<file path="src/inc/dpr_pkg.sv">
// Purpose: Shared constants for the pattern register page store
// Assumes: Byte-wide locations, four pages of four locations each
// Notes:   Page and location codes follow the mode and bank-address fields
package dpr_pkg;

  // Store geometry
  localparam int unsigned BYTE_W  = 8;
  localparam int unsigned PAGE_W  = 2;
  localparam int unsigned LOC_W   = 2;
  localparam int unsigned N_LOC   = 4;
  localparam int unsigned UI_CNT  = 8;
  localparam int unsigned UI_W    = 3;

  // Page select codes from mode register 3 bits 1:0
  localparam logic [1:0] PAGE_PATTERN = 2'h0;
  localparam logic [1:0] PAGE_ERRLOG  = 2'h1;
  localparam logic [1:0] PAGE_MODE    = 2'h2;
  localparam logic [1:0] PAGE_VENDOR  = 2'h3;

  // Location codes from the bank-address bits
  localparam logic [1:0] LOC_0 = 2'h0;
  localparam logic [1:0] LOC_1 = 2'h1;
  localparam logic [1:0] LOC_2 = 2'h2;
  localparam logic [1:0] LOC_3 = 2'h3;

  // Page 0 power-up pattern values
  localparam logic [7:0] PAT_RESET [4] = '{8'h55, 8'h33, 8'h0F, 8'h00};

  // Refresh-mode field position and codes in page 2 location 0
  localparam int unsigned REF_LSB = 3;
  typedef enum logic [1:0] {
    DPR_REF_SUB1X = 2'h0,
    DPR_REF_1X    = 2'h1,
    DPR_REF_2X    = 2'h2,
    DPR_REF_RSVD  = 2'h3
  } dpr_refresh_t;

  // Activate-limit field width in page 3 location 3
  localparam int unsigned ACT_LIM_W = 4;

  // Value of a don't-care bit on readout
  localparam logic [7:0] DC_FILL = 8'h00;

endpackage

</file>
<file path="src/dpr_serializer.sv">
// Purpose: Sends one stored byte out over eight unit intervals
// Assumes: One unit interval per clock; load restarts the burst
// Notes:   Bit 7 leaves first, bit 0 last
`timescale 1ns/100ps
`default_nettype none
module dpr_serializer (
  input  wire logic       i_ref_clk,
  input  wire logic       i_rst,
  input  wire logic       i_load,
  input  wire logic [7:0] i_byte,
  output logic            o_bit,
  output logic            o_valid,
  output logic [2:0]      o_ui
);

  logic [7:0] shift_q;
  logic [7:0] shift_d;
  logic [2:0] ui_q;
  logic [2:0] ui_d;
  logic       busy_q;
  logic       busy_d;
  logic       last_ui;

  // Next state of the shifter
  assign last_ui = (ui_q == 3'(dpr_pkg::UI_CNT - 1));
  assign shift_d = i_load ? i_byte : {shift_q[6:0], 1'b0};
  assign ui_d    = i_load ? 3'h0 : 3'(ui_q + 3'h1);
  assign busy_d  = i_load | (busy_q & ~last_ui);

  // Burst state
  always_ff @(posedge i_ref_clk or posedge i_rst) begin
    if (i_rst) begin
      shift_q <= 8'h00;
      ui_q    <= 3'h0;
      busy_q  <= 1'b0;
    end else begin
      shift_q <= shift_d;
      ui_q    <= (busy_d) ? ui_d : 3'h0;
      busy_q  <= busy_d;
    end
  end

  // Output flops: MSB first
  always_ff @(posedge i_ref_clk or posedge i_rst) begin
    if (i_rst) begin
      o_bit   <= 1'b0;
      o_valid <= 1'b0;
      o_ui    <= 3'h0;
    end else begin
      o_bit   <= shift_d[7];
      o_valid <= busy_d;
      o_ui    <= ui_d;
    end
  end

  // Helper copy of the loaded byte for checking
  logic [7:0] snap_q;
  always_ff @(posedge i_ref_clk or posedge i_rst) begin
    if (i_rst) begin
      snap_q <= 8'h00;
    end else if (i_load) begin
      snap_q <= i_byte;
    end
  end
endmodule
`default_nettype wire

</file>
<file path="src/dpr_bank.sv">
// Purpose: Four-page pattern register store with serial readout
// Assumes: All inputs come from logic on i_ref_clk
// Notes:   Read data appear one cycle after the read strobe
// Function
// - Address bit x lands in bit x; bit 7 first
// - Page 0 read/write with fixed power-up patterns
// - Page 2 location 1 returns reference-voltage training
// - Refresh field codes sub-1x, 1x, 2x, reserved
// - Page 3 don't-care except activate-limit nibble
// - Mode register page field routes every access
// - Page 0 keeps written data until reset
//
// The address-and-strobe port and the register offsets were left to the implementer.
`timescale 1ns/100ps
`default_nettype none
module dpr_bank #(
  parameter logic [3:0] ACT_LIMIT_CODE    = 4'h0,
  parameter logic       HARD_REPAIR_SUPP  = 1'b1,
  parameter logic       SOFT_REPAIR_SUPP  = 1'b1
) (
  input  wire logic                 i_ref_clk,
  input  wire logic                 i_rst,
  // Access port
  input  wire logic [1:0]           i_page,
  input  wire logic [1:0]           i_loc,
  input  wire logic [7:0]           i_addr_bits,
  input  wire logic                 i_wr_stb,
  input  wire logic                 i_rd_stb,
  output logic      [7:0]           o_rdata,
  output logic                      o_rd_valid,
  output logic                      o_wr_refused,
  // Serial lane
  output logic                      o_dq_bit,
  output logic                      o_dq_valid,
  output logic      [2:0]           o_dq_ui,
  // Error frame capture
  input  wire logic                 i_err_capture,
  input  wire logic [17:0]          i_err_addr,
  input  wire logic                 i_err_act_n,
  input  wire logic [1:0]           i_err_bg,
  input  wire logic [1:0]           i_err_ba,
  input  wire logic                 i_err_par,
  input  wire logic [2:0]           i_err_cid,
  input  wire logic                 i_err_crc_flag,
  input  wire logic                 i_err_par_flag,
  input  wire logic [2:0]           i_par_latency,
  // Mode settings shown on page 2
  input  wire logic [6:0]           i_vref_train,
  input  wire dpr_pkg::dpr_refresh_t i_refresh_mode,
  input  wire logic                 i_temp_ok,
  input  wire logic                 i_crc_wr_en,
  input  wire logic [4:0]           i_cas_lat,
  input  wire logic [2:0]           i_wr_lat,
  input  wire logic [2:0]           i_rtt_nom,
  input  wire logic [2:0]           i_rtt_park,
  input  wire logic [1:0]           i_rtt_wr
);

  // Page 0 pattern storage and page 1 error log
  logic [7:0] pat_q [dpr_pkg::N_LOC];
  logic [7:0] err_q [dpr_pkg::N_LOC];
  logic [7:0] err_d [dpr_pkg::N_LOC];

  // Access decode
  wire pat_page  = (i_page == dpr_pkg::PAGE_PATTERN);
  wire wr_pat    = i_wr_stb & pat_page;
  wire wr_ro     = i_wr_stb & ~pat_page;

  // Next error log contents from the captured frame
  assign err_d[0] = i_err_addr[7:0];
  assign err_d[1] = {i_err_addr[15], i_err_addr[14], i_err_addr[13:8]};
  assign err_d[2] = {i_err_par, i_err_act_n, i_err_bg, i_err_ba,
                     i_err_addr[17], i_err_addr[16]};
  assign err_d[3] = {i_err_crc_flag, i_err_par_flag, i_par_latency, i_err_cid};

  // Per-location storage
  genvar gl;
  generate
    for (gl = 0; gl < dpr_pkg::N_LOC; gl++) begin : g_loc
      wire hit = (i_loc == 2'(gl));

      // Pattern byte: power-up default, then last write
      always_ff @(posedge i_ref_clk or posedge i_rst) begin
        if (i_rst) begin
          pat_q[gl] <= dpr_pkg::PAT_RESET[gl];
        end else if (wr_pat && hit) begin
          pat_q[gl] <= i_addr_bits;
        end
      end

      // Error log byte: loaded only by a capture
      always_ff @(posedge i_ref_clk or posedge i_rst) begin
        if (i_rst) begin
          err_q[gl] <= 8'h00;
        end else if (i_err_capture) begin
          err_q[gl] <= err_d[gl];
        end
      end
    end
  endgenerate

  // Page 2 readout bytes
  wire [7:0] mode_loc0 = {HARD_REPAIR_SUPP, SOFT_REPAIR_SUPP, 1'b0,
                          i_refresh_mode, i_temp_ok, 1'b0, i_crc_wr_en};
  wire [7:0] mode_loc1 = {i_vref_train[6], i_vref_train[5:0], 1'b0};
  wire [7:0] mode_loc2 = {i_cas_lat, i_wr_lat};
  wire [7:0] mode_loc3 = {i_rtt_nom, i_rtt_park, i_rtt_wr};

  // Page 3: only the activate-limit nibble is defined
  wire [7:0] vend_loc3 = {dpr_pkg::DC_FILL[7:4], ACT_LIMIT_CODE};

  // Per-page location select
  wire [7:0] pat_sel  = pat_q[i_loc];
  wire [7:0] err_sel  = err_q[i_loc];
  wire [7:0] mode_sel = (i_loc == dpr_pkg::LOC_0) ? mode_loc0 :
                        (i_loc == dpr_pkg::LOC_1) ? mode_loc1 :
                        (i_loc == dpr_pkg::LOC_2) ? mode_loc2 : mode_loc3;
  wire [7:0] vend_sel = (i_loc == dpr_pkg::LOC_3) ? vend_loc3 : dpr_pkg::DC_FILL;

  // Page routing from the mode register field
  wire [7:0] rd_sel = (i_page == dpr_pkg::PAGE_PATTERN) ? pat_sel  :
                      (i_page == dpr_pkg::PAGE_ERRLOG)  ? err_sel  :
                      (i_page == dpr_pkg::PAGE_MODE)    ? mode_sel : vend_sel;

  // Read data and status flops
  always_ff @(posedge i_ref_clk or posedge i_rst) begin
    if (i_rst) begin
      o_rdata      <= 8'h00;
      o_rd_valid   <= 1'b0;
      o_wr_refused <= 1'b0;
    end else begin
      o_rdata      <= i_rd_stb ? rd_sel : 8'h00;
      o_rd_valid   <= i_rd_stb;
      o_wr_refused <= wr_ro;
    end
  end

  // Lane serializer, loaded by each read
  dpr_serializer u_ser (
    .i_ref_clk (i_ref_clk),
    .i_rst     (i_rst),
    .i_load    (i_rd_stb),
    .i_byte    (rd_sel),
    .o_bit     (o_dq_bit),
    .o_valid   (o_dq_valid),
    .o_ui      (o_dq_ui)
  );

  // Flat view of the pattern bytes for the hold checks
  wire [31:0] pat_flat = {pat_q[3], pat_q[2], pat_q[1], pat_q[0]};
endmodule
`default_nettype wire

</file>
<file path="config.mk">
export PLATFORM = sky130hd
export DESIGN_NAME = dpr_bank
export DESIGN_NICKNAME = d
export VERILOG_FILES = /design/src/inc/dpr_pkg.sv /design/src/dpr_serializer.sv /design/src/dpr_bank.sv
export SDC_FILE = /design/constraint.sdc
export NUM_CORES = 1
export LEC_CHECK = 0
export BUFFER_PORTS_ARGS = -buffer_cell sky130_fd_sc_hd__buf_2
export CAP_MARGIN = 15
export CELL_PAD_IN_SITES_DETAIL_PLACEMENT = 0
export CELL_PAD_IN_SITES_GLOBAL_PLACEMENT = 2
export CORE_MARGIN = 2
export CORE_UTILIZATION = 39
export CTS_CLUSTER_DIAMETER = 40
export DETAILED_ROUTE_END_ITERATION = 16
export MAX_ROUTING_LAYER = met4
export PLACE_DENSITY_LB_ADDON = 0.1
export SLEW_MARGIN = 30
export SYNTH_ARGS = -nofsm -noshare
export SYNTH_HDL_FRONTEND = slang
export SYNTH_SLANG_ARGS = --single-unit
</file>
<file path="constraint.sdc">
create_clock -name i_ref_clk -period 6.65 [get_ports i_ref_clk]
set_clock_uncertainty 0.1 [all_clocks]
set_input_delay 0.3325 -clock i_ref_clk [delete_from_list [all_inputs] [get_ports i_ref_clk]]
set_output_delay 0.3325 -clock i_ref_clk [all_outputs]
set_load 0.03 [all_outputs]
</file>
Yosys cells after proc, flatten, opt, wreduce, memory -nomap -nowiden
Cells that the tools add are included.
- bits in read-only memories: 0
- register bits after elaboration: 89
- bits in latches: 0
- output and inout bits: 15
- word-level logic and storage cells: 53
- RAM bits: 0
- memories: 0
- eq/ne operators: 6
- multiplexer cells: 16
- $add $sub $neg: 1
- order comparisons: 1
- shift-type cells: 0
- reduce and logical (&&, ||, !) cells: 6
- bitwise operators: 7
- multiply operators: 0
- div/mod/pow operators: 0
- operator list (kind ; number):
    2-to-1 mux 8 bit ; 12
    binary-select mux 8 bit (select 2 bit) ; 2
    equality test 2 bit (second input constant) ; 3
    2-to-1 mux 3 bit ; 2
    equality test 2 x 1 -> 1 bit (second input constant) ; 2
    logical AND 1 bit ; 4
    logical NOT 2 bit ; 2
    adder 3 x 1 -> 3 bit (second input constant) ; 1
    AND 1 bit ; 3
    equality test 3 bit (second input constant) ; 1
    >= comparator 3 bit (second input constant) ; 1
    inverter 2 -> 3 bit ; 1
    inverter 1 bit ; 2
    OR 1 bit ; 1

Logic depth before layout (Yosys ltp)
Gate-level depths: netlist of the first run.
- word-level depth: 8
- mapped depth: 7
- mapped depth without buffers: 4

Cells and area by module
From an unflattened synthesis of the first run, not the netlist that was laid out.
- cells, all modules: 289
- area, all modules: 4200.3 um^2
- by module, submodules not included (module ; cells each ; area an instance (um^2) ; times used):
    dpr_bank ; 254 ; 3636.0 ; 1
    dpr_serializer ; 35 ; 564.3 ; 1

Worst setup path after synthesis of the first run
OpenSTA, ideal clock, no wires.
- path kind: input to register
- from: input port i_loc[0]
- to: register u_ser.o_bit
- slack: 5.000 ns
- buffers on the path: 1
- cell stages on the path: 4
- data arrival time: 1.432 ns
- setup time: 0.118 ns
- cell sequence: buf_6 -> mux4_2 -> a221o_1 -> a21o_1
- word-level cells in the longest chain between the ends: 8
- elaborated cells between the ends (all ways): 17
- ends and longest elaborated chain (element ; line ; source):
    start, declared ; dpr_bank.sv:25 ; input wire logic [1:0] i_loc,
    equality test 2 bit ; dpr_bank.sv:117 ; (i_loc == dpr_pkg::LOC_2) ? mode_loc2 : mode_loc3;
    2-to-1 mux 8 bit ; dpr_bank.sv:117 ;
    2-to-1 mux 8 bit ; dpr_bank.sv:116 ; (i_loc == dpr_pkg::LOC_1) ? mode_loc1 :
    2-to-1 mux 8 bit ; dpr_bank.sv:115 ; wire [7:0] mode_sel = (i_loc == dpr_pkg::LOC_0) ? mode_loc0 :
    2-to-1 mux 8 bit ; dpr_bank.sv:123 ; (i_page == dpr_pkg::PAGE_MODE) ? mode_sel : vend_sel;
    2-to-1 mux 8 bit ; dpr_bank.sv:122 ; (i_page == dpr_pkg::PAGE_ERRLOG) ? err_sel :
    2-to-1 mux 8 bit * ; dpr_bank.sv:121 ; wire [7:0] rd_sel = (i_page == dpr_pkg::PAGE_PATTERN) ? pat_sel :
    2-to-1 mux 8 bit * ; dpr_serializer.sv:26 ; assign shift_d = i_load ? i_byte : {shift_q[6:0], 1'b0};
    named net u_ser.shift_d[7] ; dpr_serializer.sv:17 ; logic [7:0] shift_d;
    end signal, assigned ; dpr_serializer.sv:50 ; o_bit <= shift_d[7];
    end, declared ; dpr_serializer.sv:11 ; output logic o_bit,
Mark *: on every way through the listed nets, which the timed path passes. The rest lies on a longest branch. The select of a mux whose other input is x is not followed.
A chain may end at the register's enable or synchronous reset.

Worst setup path after layout of the first run
Same ends and word-level chain as after synthesis.

==> impl_metrics.prom, run 1 <==
# TYPE chip_impl_metric gauge
chip_impl_info{name="status",value="completed"} 1
chip_impl_metric{name="worst_ep_required_time",unit="ns"} 6.80
chip_impl_metric{name="tritoncts.num_buffers",unit=""} 9
chip_impl_metric{name="synth_cell_area",unit="um2"} 3953
chip_impl_info{name="layout.cells.most_common",value="buf_2"} 1
chip_impl_metric{name="yosys_register_bits",unit=""} 88
chip_impl_metric{name="cts.sink_count",unit=""} 88
chip_impl_metric{name="drt-initial-drc-count",unit=""} 90
chip_impl_metric{name="row_count",unit=""} 36
chip_impl_metric{name="mappedNetlistNets",unit=""} 355
chip_impl_info{name="most-common-layout-cells",value="buf_2, dfrtp_1, mux2_2"} 1
chip_impl_metric{name="io_pins",unit=""} 91
chip_impl_metric{name="floorplan.initialDensity",unit=""} 0.4025
chip_impl_metric{name="timing.critical_path.fanout_max",unit=""} 35
chip_impl_metric{name="max_slew_margin",unit=""} 0.5238
chip_impl_metric{name="detailedPlacementHpwl",unit="um"} 6390
chip_impl_metric{name="clockBufferDepth",unit=""} 2
chip_impl_metric{name="final.fill_count",unit=""} 940
chip_impl_metric{name="grt.overflow.total",unit=""} 0
chip_impl_metric{name="post-route-min-period",unit="ns"} 1.863
chip_impl_metric{name="path_clk_slew",unit="ns"} 0.09
chip_impl_metric{name="ant_nets",unit=""} 0
chip_impl_metric{name="floorplan.die_area",unit="um2"} 10960
chip_impl_metric{name="max_slew.worst_pin.slew",unit="ns"} 0.7143
chip_impl_metric{name="hold_path_depth",unit=""} 2
chip_impl_info{name="startpoint_class_of_the_critical_path",value="primary input"} 1
chip_impl_metric{name="placed_cells",unit=""} 487
chip_impl_metric{name="vias_per_cell",unit=""} 5.111
chip_impl_metric{name="yosys_warning_count",unit=""} 0
chip_impl_metric{name="first_pass_iters",unit=""} 4
chip_impl_metric{name="die_w",unit="um"} 104.7
chip_impl_metric{name="ys_seq_area_frac",unit=""} 0.5609
chip_impl_metric{name="cts_repair_resize_count",unit=""} 0
chip_impl_metric{name="detail_route.drc_violations",unit=""} 0
chip_impl_metric{name="post_synth_inst_count",unit=""} 277
chip_impl_metric{name="finalWorstSetupSlack",unit="ns"} 4.787
chip_impl_metric{name="grt_max_degree",unit=""} 50
chip_impl_info{name="min_path_type",value="in -> reg"} 1
chip_impl_metric{name="wire_length_of_the_first_global_routing_pass",unit="um"} 14640
chip_impl_metric{name="total_power",unit="mW"} 1.282
chip_impl_metric{name="finalSetupViolCount",unit=""} 0
chip_impl_info{name="timing.setup.critical_path_class",value="in -> reg"} 1
chip_impl_metric{name="h-tree-depth",unit=""} 3
chip_impl_metric{name="cts_setup_buffers",unit=""} 0
chip_impl_metric{name="p_per_area",unit="nW/um2"} 271.1
chip_impl_metric{name="timing.max_cap.violations",unit=""} 0
chip_impl_metric{name="timing.final.max_slew_violations",unit=""} 0
chip_impl_metric{name="drt_wl_total",unit="um"} 8916
chip_impl_metric{name="die_h",unit="um"} 104.7
chip_impl_metric{name="report.final.hold_viol_count",unit=""} 0
chip_impl_info{name="tritoncts_clock_tree",value="yes"} 1
chip_impl_metric{name="fraction_of_final_layout_cells_sized_beyond_drive_strength_1",unit=""} 0.5283
chip_impl_metric{name="yosys.cell_types.count",unit=""} 34
chip_impl_metric{name="cts-hold-fix-buffers",unit=""} 1
chip_impl_metric{name="core",unit="um2"} 9819
chip_impl_metric{name="worstSkewPairLatency",unit="ns"} 0.36
chip_impl_metric{name="average_cell_area_after_synthesis",unit="um2"} 14.27
chip_impl_metric{name="setup_tns",unit="ns"} 0
chip_impl_metric{name="irDropWorstVdd",unit="uV"} 111.0
chip_impl_metric{name="worst_ep_arrival_time",unit="ns"} 2.01
chip_impl_metric{name="dpl_worst_slack",unit="ns"} 4.397
chip_impl_info{name="cp-end-kind",value="flip-flop"} 1
chip_impl_metric{name="p_leak",unit="nW"} 2.232
chip_impl_metric{name="wire_per_inst",unit="um"} 17.69
chip_impl_metric{name="non_filler_instance_count_after_layout",unit=""} 504
chip_impl_metric{name="gpl.final_weighted_congestion",unit=""} 0.7657
chip_impl_metric{name="initial_antenna_violation_count",unit=""} 0
chip_impl_metric{name="total_nets_final",unit=""} 444
chip_impl_metric{name="vias",unit=""} 2576
chip_impl_metric{name="r2r.worst_path.cells",unit=""} 3
chip_impl_info{name="rsz0062_at_grt",value="no"} 1
chip_impl_metric{name="finalCritPeriodShare",unit=""} 0.2802
chip_impl_metric{name="first_global_vias",unit=""} 2708
chip_impl_info{name="cts.root.buffer_cell",value="clkbuf_8"} 1
chip_impl_metric{name="clock.fmax",unit="GHz"} 0.5367
chip_impl_metric{name="groute.usage.overall",unit=""} 0.1787
chip_impl_metric{name="n_antenna_cell",unit=""} 0
chip_impl_metric{name="area_growth_synth_to_finish",unit="%"} 19.66
chip_impl_metric{name="placement.io_buffers",unit=""} 90
[power by group]
group,internal (mW),leakage [nW],switching [mW]
sequential,0.625,1.05,0.0388
combinational,0.115,1.07,0.0977
clock,0.221,0.110,0.184
total,0.962,2.23,0.320
[cell usage after synthesis, drive strengths merged]
cell type  number  area [um2]
a21o            2       15.01
a21oi           2       10.01
a221o           2       20.02
a221oi          2       17.52
a22oi           6       45.04
a31oi           1       6.260
and3            1       6.260
and4            1       8.760
buf            13       73.81
clkbuf          2       7.510
clkinv          1       3.750
dfrtp          76        1902
dfstp          12       315.3
ha              2       25.02
inv             5       18.77
mux2           65       731.9
mux2i          17       170.2
mux4           13       292.8
nand2          17       63.81
nand2b          2       12.51
nand3           8       40.04
nand3b          1       7.510
nand4           1       6.260
nor2            9       33.78
nor2b           8       50.05
nor3            1       5.000
nor3b           1       12.51
o21a            1       7.510
o2bb2ai         4       35.03
o41ai           1       8.760
[worst max-delay path: stages]
cell     delay, ns
buf_2         0.08
buf_4         0.48
mux4_2        0.57
a221o_1       0.37
a21o_1        0.16
[cells by family after synthesis]
family / after synthesis / synth area share
buf+inv: 21 / 0.02627
flops: 88 / 0.5609
simple gates: 50 / 0.06236
compound gates: 21 / 0.04179
fa+ha+maj: 2 / 0.006330
mux: 95 / 0.3023
[state kept, by name (all words and copies together), names as in the netlist]
register and cells:
o_rdata 7, o_wr_refused 1, pat_flat 32, u_ser.shift_q 7, u_ser.o_ui 3, o_rd_valid 1, err_q 32, u_ser.busy_q 1
u_ser.ui_q 3, u_ser.o_bit 1
[final timing paths]
path / startpoint / to / slack, ns
worst max-delay path: i_loc[0] / u_ser.o_bit$_DFF_PP0_ / 4.79
worst min-delay path: i_err_addr[15] / err_q[23]$_DFFE_PP0P_ / 0.1
worst max register to register: err_q[6]$_DFFE_PP0P_ / u_ser.shift_q[6]$_DFF_PP0_ / 5.06
worst min register to register: u_ser.ui_q[0]$_DFF_PP0_ / u_ser.o_ui[0]$_DFF_PP0_ / 0.36
max in group asynchronous: i_rst / pat_flat[31]$_DFFE_PP0P_ / 4.87
min in group asynchronous: i_rst / err_q[12]$_DFFE_PP0P_ / 0.49
[routing by layer]
layer / vias up / share of wire / track usage
met1: 1290 / 0.46 / 0.2460
met4: 0 / 0.015 / 0.06286
met5: - / 0 / -
met3: 14 / 0.049 / 0.03306
li1: 1192 / - / -
met2: 80 / 0.47 / 0.2670
[through the flow]
step                  util  instance area [um2]  hold slack [ns]
floorplan                -                 3953           0.2639
finish              0.4817                 4730          0.09849
detailed placement  0.4587                 4504           0.3430
global placement    0.4587                 4504           0.3412
global route        0.4817                 4730          0.08553
CTS                 0.4817                 4730          0.08680
[final cells by class]
class / instances / area (um2) / share of cell area
sequential: 88 / 2217 / 0.4688
clock inverter: 4 / 70.07 / 0.01481
multi-input combinational: 168 / 1632 / 0.3450
tap: 133 / 166.4 / 0.03519
inverter: 6 / 23.77 / 0.005026
clock buffer: 12 / 145.1 / 0.03069
timing repair buffer: 93 / 475.5 / 0.1005
Power figures use the tool's default switching activity.
==> run 2: changes to the inputs <==
--- a/config.mk
+++ b/config.mk
@@ -5,12 +5,13 @@
 export SDC_FILE = /design/constraint.sdc
 export NUM_CORES = 1
 export LEC_CHECK = 0
+export ABC_AREA = 1
 export BUFFER_PORTS_ARGS = -buffer_cell sky130_fd_sc_hd__buf_2
 export CAP_MARGIN = 15
 export CELL_PAD_IN_SITES_DETAIL_PLACEMENT = 0
 export CELL_PAD_IN_SITES_GLOBAL_PLACEMENT = 2
 export CORE_MARGIN = 2
-export CORE_UTILIZATION = 39
+export CORE_UTILIZATION = 32
 export CTS_CLUSTER_DIAMETER = 40
 export DETAILED_ROUTE_END_ITERATION = 16
 export MAX_ROUTING_LAYER = met4
==> constraint.sdc (replaced) <==
create_clock -name i_ref_clk -period 1.9 [get_ports i_ref_clk]
set_clock_uncertainty 0.1 [all_clocks]
set_input_delay 0.095 -clock i_ref_clk [delete_from_list [all_inputs] [get_ports i_ref_clk]]
set_output_delay 0.095 -clock i_ref_clk [all_outputs]
set_load 0.03 [all_outputs]
==> run 2 against run 1 <==
Synthesized cell count rose by 80%. Die area increased by 29%. Critical path depth up 2. Routed wire length rose by 34%. Clock power increased to 4.3 times the previous value. Setup slack got worse by 4.3 ns. Via count grew 39%. Hold slack better by 0.0047 ns. Largest power group unchanged. Cell area increased by 18%.
==> impl_metrics.prom, run 2 <==
# TYPE chip_impl_metric gauge
chip_impl_info{name="status",value="completed"} 1
chip_impl_info{name="reg2reg_from",value="u_ser.ui_q[0]$_DFF_PP0_"} 1
chip_impl_info{name="layout.cells.most_common",value="nand2_1"} 1
chip_impl_metric{name="tritoncts.num_buffers",unit=""} 9
chip_impl_metric{name="path_clk_slew",unit="ns"} 0.06
chip_impl_metric{name="first_global_vias",unit=""} 3682
chip_impl_metric{name="average_cell_area_after_synthesis",unit="um2"} 8.495
chip_impl_metric{name="grt_max_degree",unit=""} 89
chip_impl_metric{name="register_area",unit="um2"} 2217
chip_impl_metric{name="die_h",unit="um"} 119.1
chip_impl_metric{name="row_count",unit=""} 42
chip_impl_metric{name="cts.sink_count",unit=""} 88
chip_impl_info{name="startpoint_class_of_the_critical_path",value="primary input"} 1
chip_impl_metric{name="yosys_warning_count",unit=""} 0
chip_impl_metric{name="timing.max_cap.violations",unit=""} 0
chip_impl_metric{name="initial_antenna_violation_count",unit=""} 0
chip_impl_metric{name="h-tree-depth",unit=""} 3
chip_impl_metric{name="setup_tns",unit="ns"} 0
chip_impl_metric{name="io_pins",unit=""} 91
chip_impl_info{name="post_synth_main_area_contributors",value="dfrtp_1, nand2_1, dfstp_2"} 1
chip_impl_metric{name="synth_async_sr_flop_share",unit=""} 1.000
chip_impl_metric{name="fin_util",unit=""} 0.4260
chip_impl_info{name="cp-end-kind",value="flip-flop"} 1
chip_impl_info{name="worstReg2RegEnd",value="u_ser.ui_q[1]$_DFF_PP0_"} 1
chip_impl_metric{name="synth_cell_area",unit="um2"} 4239
chip_impl_metric{name="grt.overflow.total",unit=""} 0
chip_impl_info{name="timing.setup.critical_path_class",value="in -> reg"} 1
chip_impl_metric{name="ys_seq_area_frac",unit=""} 0.5230
chip_impl_metric{name="drt_wl_total",unit="um"} 11980
chip_impl_metric{name="cts_setup_buffers",unit=""} 0
chip_impl_metric{name="placement.io_buffers",unit=""} 90
chip_impl_metric{name="multi_input_gate_area",unit="um2"} 1724
chip_impl_metric{name="worst_ep_arrival_time",unit="ns"} 1.52
chip_impl_metric{name="yosys_register_bits",unit=""} 88
chip_impl_info{name="min_path_type",value="in -> reg"} 1
chip_impl_metric{name="floorplan.die_area",unit="um2"} 14180
chip_impl_metric{name="gpl.final_weighted_congestion",unit=""} 0.7577
chip_impl_metric{name="synth-edff-count",unit=""} 0
chip_impl_metric{name="n_antenna_cell",unit=""} 0
chip_impl_metric{name="worstSkewPairLatency",unit="ns"} 0.35
chip_impl_info{name="synth.cells.most_frequent",value="nand2_1, dfrtp_1, inv_1, mux2_2, nand3_1"} 1
chip_impl_metric{name="detailedPlacementHpwl",unit="um"} 8465
chip_impl_metric{name="p_leak",unit="nW"} 2.925
chip_impl_metric{name="fin_worst_hold_slack",unit="ns"} 0.1032
chip_impl_metric{name="detail_route.drc_violations",unit=""} 0
chip_impl_metric{name="vias_per_cell",unit=""} 4.411
chip_impl_metric{name="yosys.cell_types.count",unit=""} 25
chip_impl_metric{name="drt-initial-drc-count",unit=""} 159
chip_impl_metric{name="timing.reg2reg.setup_slack",unit="ns"} 0.64
chip_impl_metric{name="total_nets_final",unit=""} 710
chip_impl_info{name="cts.root.buffer_cell",value="clkbuf_16"} 1
chip_impl_info{name="rsz0062_at_grt",value="no"} 1
chip_impl_metric{name="max_slew.worst_pin.slew",unit="ns"} 0.6367
chip_impl_info{name="worstHoldEndpoint",value="u_ser.shift_q[0]$_DFF_PP0_"} 1
chip_impl_metric{name="report.final.hold_viol_count",unit=""} 0
chip_impl_metric{name="hold_path_depth",unit=""} 7
chip_impl_metric{name="core",unit="um2"} 13090
chip_impl_metric{name="clock.fmax",unit="GHz"} 0.7158
chip_impl_metric{name="p_per_area",unit="nW/um2"} 881.7
chip_impl_metric{name="r2r.worst_path.cells",unit=""} 5
chip_impl_metric{name="mappedNetlistNets",unit=""} 577
chip_impl_info{name="synth_most_common_cell",value="nand2_1"} 1
chip_impl_metric{name="non_filler_instance_count_after_layout",unit=""} 812
chip_impl_info{name="timing.hold.worst.start",value="i_wr_lat[0]"} 1
chip_impl_metric{name="irDropWorstVdd",unit="uV"} 488.9
chip_impl_metric{name="area_growth_synth_to_finish",unit="%"} 31.49
chip_impl_metric{name="max_slew_margin",unit=""} 0.5755
chip_impl_metric{name="die_w",unit="um"} 119.1
chip_impl_info{name="most-common-layout-cells",value="nand2_1, buf_2, dfrtp_1"} 1
chip_impl_metric{name="first_pass_iters",unit=""} 4
chip_impl_metric{name="clockBufferDepth",unit=""} 2
chip_impl_metric{name="timing.final.max_slew_violations",unit=""} 0
chip_impl_metric{name="finalSetupViolCount",unit=""} 0
chip_impl_metric{name="vias",unit=""} 3582
chip_impl_metric{name="groute.usage.overall",unit=""} 0.1850
chip_impl_metric{name="ant_nets",unit=""} 0
chip_impl_info{name="synth_top_area_cell",value="dfrtp_1"} 1
chip_impl_metric{name="floorplan.initialDensity",unit=""} 0.3240
chip_impl_metric{name="fraction_of_final_layout_cells_sized_beyond_drive_strength_1",unit=""} 0.2862
chip_impl_metric{name="placed_cells",unit=""} 754
chip_impl_metric{name="synth_largest_type_area_fraction",unit=""} 0.4486
chip_impl_info{name="ys.flop_type",value="dfrtp_1"} 1
chip_impl_metric{name="finalCritPeriodShare",unit=""} 0.7353
chip_impl_metric{name="post_synth_inst_count",unit=""} 499
chip_impl_metric{name="worst_ep_required_time",unit="ns"} 2.02
chip_impl_metric{name="final.fill_count",unit=""} 1333
chip_impl_info{name="tritoncts_clock_tree",value="yes"} 1
chip_impl_metric{name="timing.critical_path.fanout_max",unit=""} 16
chip_impl_metric{name="post-route-min-period",unit="ns"} 1.397
chip_impl_metric{name="wire_per_inst",unit="um"} 14.75
chip_impl_metric{name="wire_length_of_the_first_global_routing_pass",unit="um"} 19350
-- run 2: kinds of logic (layout without fill, tap and decap cells) --
kind of cell             Yosys count  after routing  share of synthesized area
adder cells (fa/ha/maj)            2              2                   0.005902
flip-flops                        88             88                     0.5230
AND/OR/NAND/NOR                  275            275                     0.2615
buffers and inverters             60            197                    0.07025
AO/OA/AOI/OAI                     49             49                    0.07291
multiplexers                      25             25                    0.06641
-- run 2: what timing repair did --
| item | 4_1_cts | 5_1_grt |
|---|---|---|
| hold buffers | 43 | 0 |
| gates resized for setup | 0 | 0 |
| hold endpoints to repair | 140 | 0 |
-- run 2: how the worst max path moves through the flow --
| stage | from | to | cells after the start |
|---|---|---|---|
| CTS | i_wr_stb | pat_flat[28]$_DFFE_PP0P_ | 7 |
| detailed placement | i_loc[0] | pat_flat[28]$_DFFE_PP0P_ | 7 |
| finish | i_wr_stb | pat_flat[28]$_DFFE_PP0P_ | 7 |
| global route | i_wr_stb | pat_flat[26]$_DFFE_PP0P_ | 7 |
| global placement | i_loc[1] | pat_flat[23]$_DFFE_PP0P_ | 6 |
| floorplan | i_rst | err_q[0]$_DFFE_PP0P_ | 1 |
-- run 2: stage by stage --
step           power, mW  setup WS (ns)  instance area (um2)
2_1_floorplan      2.857         0.6930                 4243
3_3_place_gp       3.129         0.2755                 4856
3_5_place_dp       3.143         0.2703                 4856
4_1_cts            4.983         0.4943                 5574
5_1_grt            5.199         0.4188                 5574
6_report           4.915         0.5029                 5574
-- run 2: per-layer routing --
metal,GRT usage,part of all wire
met2,0.2917,0.47
met4,0.07143,0.017
met3,0.03161,0.043
met5,-,0
met1,0.2390,0.47
-- run 2: power breakdown --
group | leakage, nW | switching, mW | internal, mW
Sequential | 1.07 | 0.123 | 2.16
Combinational | 1.71 | 0.492 | 0.386
Clock | 0.145 | 0.714 | 1.04
-- run 2: area by class of cell --
class,count,area share
sequential,88,0.3978
multi-input combinational,351,0.3093
timing repair buffer,144,0.1751
clock buffer,11,0.04355
tap,176,0.03951
inverter,38,0.02671
clock inverter,4,0.008081
-- run 2: critical path, cell delays in order --
cell and delay, ns:
dlygate4sd3_1 0.53, buf_2 0.10, inv_1 0.07, nor2_4 0.19
nand2_2 0.30, nand2_1 0.18, o21ai_2 0.06
==> run 3: changes to the inputs <==
==> constraint.sdc (replaced) <==
create_clock -name i_ref_clk -period 1.4 [get_ports i_ref_clk]
set_clock_uncertainty 0.1 [all_clocks]
set_input_delay 0.07 -clock i_ref_clk [delete_from_list [all_inputs] [get_ports i_ref_clk]]
set_output_delay 0.07 -clock i_ref_clk [all_outputs]
set_load 0.03 [all_outputs]
==> run 3 against run 2 <==
Sequential power rose by 36%. Cell area up 4.1%. First-iteration DRC count rose by 10%. Final cell count rose by 1.8%. Via count grew 2.4%. Highest routed layer unchanged. Register-to-register slack got worse by 0.50 ns.
==> impl_metrics.prom, run 3 (synthesis gave the netlist of run 2 again) <==
# TYPE chip_impl_metric gauge
chip_impl_info{name="cp-end-kind",value="flip-flop"} 1
chip_impl_metric{name="worst-path-buf-inv",unit=""} 3
chip_impl_metric{name="die_h",unit="um"} 119.1
chip_impl_info{name="most-common-layout-cells",value="nand2_1, buf_2, dfrtp_1"} 1
chip_impl_metric{name="floorplan.initialDensity",unit=""} 0.3240
chip_impl_metric{name="timing.critical_path.fanout_max",unit=""} 16
chip_impl_metric{name="finalSetupViolCount",unit=""} 0
chip_impl_metric{name="total_power",unit="mW"} 6.967
chip_impl_metric{name="area_growth_synth_to_finish",unit="%"} 36.92
chip_impl_metric{name="tritoncts.num_buffers",unit=""} 9
chip_impl_metric{name="worstSkewPairLatency",unit="ns"} 0.35
chip_impl_metric{name="floorplan.die_area",unit="um2"} 14180
chip_impl_metric{name="grt_max_degree",unit=""} 89
chip_impl_info{name="crit_path_top_delay_cell",value="dlygate4sd3_1"} 1
chip_impl_metric{name="max_slew_margin",unit=""} 0.6629
chip_impl_metric{name="fin_util",unit=""} 0.4436
chip_impl_metric{name="p_leak",unit="nW"} 3.045
chip_impl_metric{name="clockBufferDepth",unit=""} 2
chip_impl_metric{name="io_pins",unit=""} 91
chip_impl_metric{name="cts_setup_buffers",unit=""} 0
chip_impl_metric{name="power.net_switching",unit="mW"} 1.811
chip_impl_metric{name="worst_ep_arrival_time",unit="ns"} 1.40
chip_impl_info{name="rsz0062_at_grt",value="no"} 1
chip_impl_metric{name="h-tree-depth",unit=""} 3
chip_impl_metric{name="p_int",unit="mW"} 5.155
chip_impl_metric{name="first_global_vias",unit=""} 3700
chip_impl_metric{name="cts.sink_count",unit=""} 88
chip_impl_info{name="worstPathCellList",value="dlygate4sd3_1 -> buf_2 -> inv_1 -> nor2_4 -> nand2_2 -> nand2_1 -> o21ai_1"} 1
chip_impl_metric{name="core",unit="um2"} 13090
chip_impl_metric{name="gpl.final_weighted_congestion",unit=""} 0.8044
chip_impl_metric{name="layout.cell_area.non_filler",unit="um2"} 5804
chip_impl_metric{name="post-route-min-period",unit="ns"} 1.282
chip_impl_metric{name="detail_route.drc_violations",unit=""} 0
chip_impl_metric{name="row_count",unit=""} 42
chip_impl_info{name="cts.root.buffer_cell",value="clkbuf_16"} 1
chip_impl_info{name="layout.cells.most_common",value="nand2_1"} 1
chip_impl_metric{name="initial_antenna_violation_count",unit=""} 0
chip_impl_metric{name="groute.usage.overall",unit=""} 0.1823
chip_impl_metric{name="wire_length_of_the_first_global_routing_pass",unit="um"} 19230
chip_impl_metric{name="power.clock.fraction",unit=""} 0.377
chip_impl_metric{name="grt.overflow.total",unit=""} 0
chip_impl_metric{name="ant_nets",unit=""} 0
chip_impl_metric{name="wire_per_inst",unit="um"} 14.35
chip_impl_info{name="min_path_type",value="in -> reg"} 1
chip_impl_metric{name="irDropWorstVdd",unit="uV"} 646.8
chip_impl_metric{name="vias",unit=""} 3669
chip_impl_info{name="startpoint_class_of_the_critical_path",value="primary input"} 1
chip_impl_metric{name="detailedPlacementHpwl",unit="um"} 8379
chip_impl_metric{name="n_antenna_cell",unit=""} 0
chip_impl_metric{name="cts-hold-fix-buffers",unit=""} 43
chip_impl_metric{name="drt-initial-drc-count",unit=""} 175
chip_impl_metric{name="die_w",unit="um"} 119.1
chip_impl_info{name="tritoncts_clock_tree",value="yes"} 1
chip_impl_metric{name="timing.max_cap.violations",unit=""} 0
chip_impl_metric{name="place_area",unit="um2"} 5049
chip_impl_metric{name="path_clk_slew",unit="ns"} 0.06
chip_impl_metric{name="worst_ep_required_time",unit="ns"} 1.52
chip_impl_metric{name="finalCritPeriodShare",unit=""} 0.9160
chip_impl_info{name="status",value="completed"} 1
chip_impl_metric{name="switching_portion_of_total_power",unit=""} 0.2600
chip_impl_metric{name="vias_per_cell",unit=""} 4.437
chip_impl_metric{name="timing.final.max_slew_violations",unit=""} 0
chip_impl_metric{name="max_slew.worst_pin.slew",unit="ns"} 0.5057
chip_impl_metric{name="total_nets_final",unit=""} 724
chip_impl_metric{name="drt_wl_total",unit="um"} 11870
chip_impl_metric{name="seqPwrFrac",unit=""} 0.445
chip_impl_metric{name="clock.fmax",unit="GHz"} 0.7797
chip_impl_metric{name="fraction_of_final_layout_cells_sized_beyond_drive_strength_1",unit=""} 0.3011
chip_impl_metric{name="timing.critical_path.slowest_cell_delay",unit="ns"} 0.52
chip_impl_info{name="timing.setup.critical_path_class",value="in -> reg"} 1
chip_impl_metric{name="cts_repair_resize_count",unit=""} 0
chip_impl_metric{name="p_per_area",unit="nW/um2"} 1200
chip_impl_metric{name="power.share.combinational",unit=""} 0.178
chip_impl_metric{name="report.final.hold_viol_count",unit=""} 0
chip_impl_metric{name="first_pass_iters",unit=""} 5
chip_impl_metric{name="placement.io_buffers",unit=""} 90
chip_impl_info{name="critPathTopFamily",value="buffers and inverters"} 1
[run 3: metal layers]
layer	share of wire	track usage
met1	0.48	0.2343
met2	0.46	0.2845
met3	0.042	0.04741
met4	0.012	0.05357
met5	0	-
[run 3: worst register-to-register path: cells and delay by family, from the launching register on]
| family | cells | cell delay, ns |
|---|---|---|
| fa+ha+maj | 2 | 0.48 |
| flops | 1 | 0.39 |
| simple gates | 1 | 0.16 |
| buf+inv | 1 | 0.05 |
[run 3: path summary, 6_finish.rpt]
| check | to | slack (ns) | cells after the start | start |
|---|---|---|---|---|
| setup / recovery | pat_flat[23]$_DFFE_PP0P_ | 0.12 | 7 | i_wr_stb |
| hold / removal | u_ser.shift_q[1]$_DFF_PP0_ | 0.07 | 7 | i_vref_train[0] |
| setup reg to reg | u_ser.ui_q[2]$_DFF_PP0_ | 0.14 | 4 | u_ser.ui_q[0]$_DFF_PP0_ |
| hold reg to reg | u_ser.o_ui[0]$_DFF_PP0_ | 0.35 | 1 | u_ser.ui_q[0]$_DFF_PP0_ |
| max in group asynchronous | pat_flat[6]$_DFFE_PP1P_ | 0.49 | 4 | i_rst |
| min in group asynchronous | err_q[9]$_DFFE_PP0P_ | 0.28 | 4 | i_rst |
[run 3: metrics by stage]
step / setup WS [ns] / std cells / hold WS [ns] / setup TNS, ns
2_1_floorplan: 0.2166 / 499 / 0.001430 / 0
4_1_cts: 0.1225 / 827 / 0.06641 / 0
5_1_grt: 0.01620 / 827 / 0.1009 / 0
6_report: 0.1175 / 827 / 0.06912 / 0
3_5_place_dp: -0.01815 / 768 / 0.1500 / -0.01815
3_3_place_gp: -0.007651 / 768 / 0.1451 / -0.007651
[run 3: cell type report]
cell class | count | area, um2
flip-flops and latches | 88 | 2217
clock inverters | 3 | 65.06
inverters | 38 | 148.9
fillers | 1340 | 7281
clock buffers | 13 | 260.3
multi-input cells | 351 | 1724
repair buffers | 158 | 1169
well taps | 176 | 220.2
[run 3: power by group through the flow]
stage | registers (mW) | clock network [mW] | logic [mW]
after floorplan | 3.15 | 0 | 0.728
after global placement | 3.14 | 0 | 1.16
after detailed placement | 3.14 | 0 | 1.17
after CTS | 3.10 | 2.72 | 1.26
after global routing | 3.14 | 2.80 | 1.41
final | 3.10 | 2.63 | 1.24
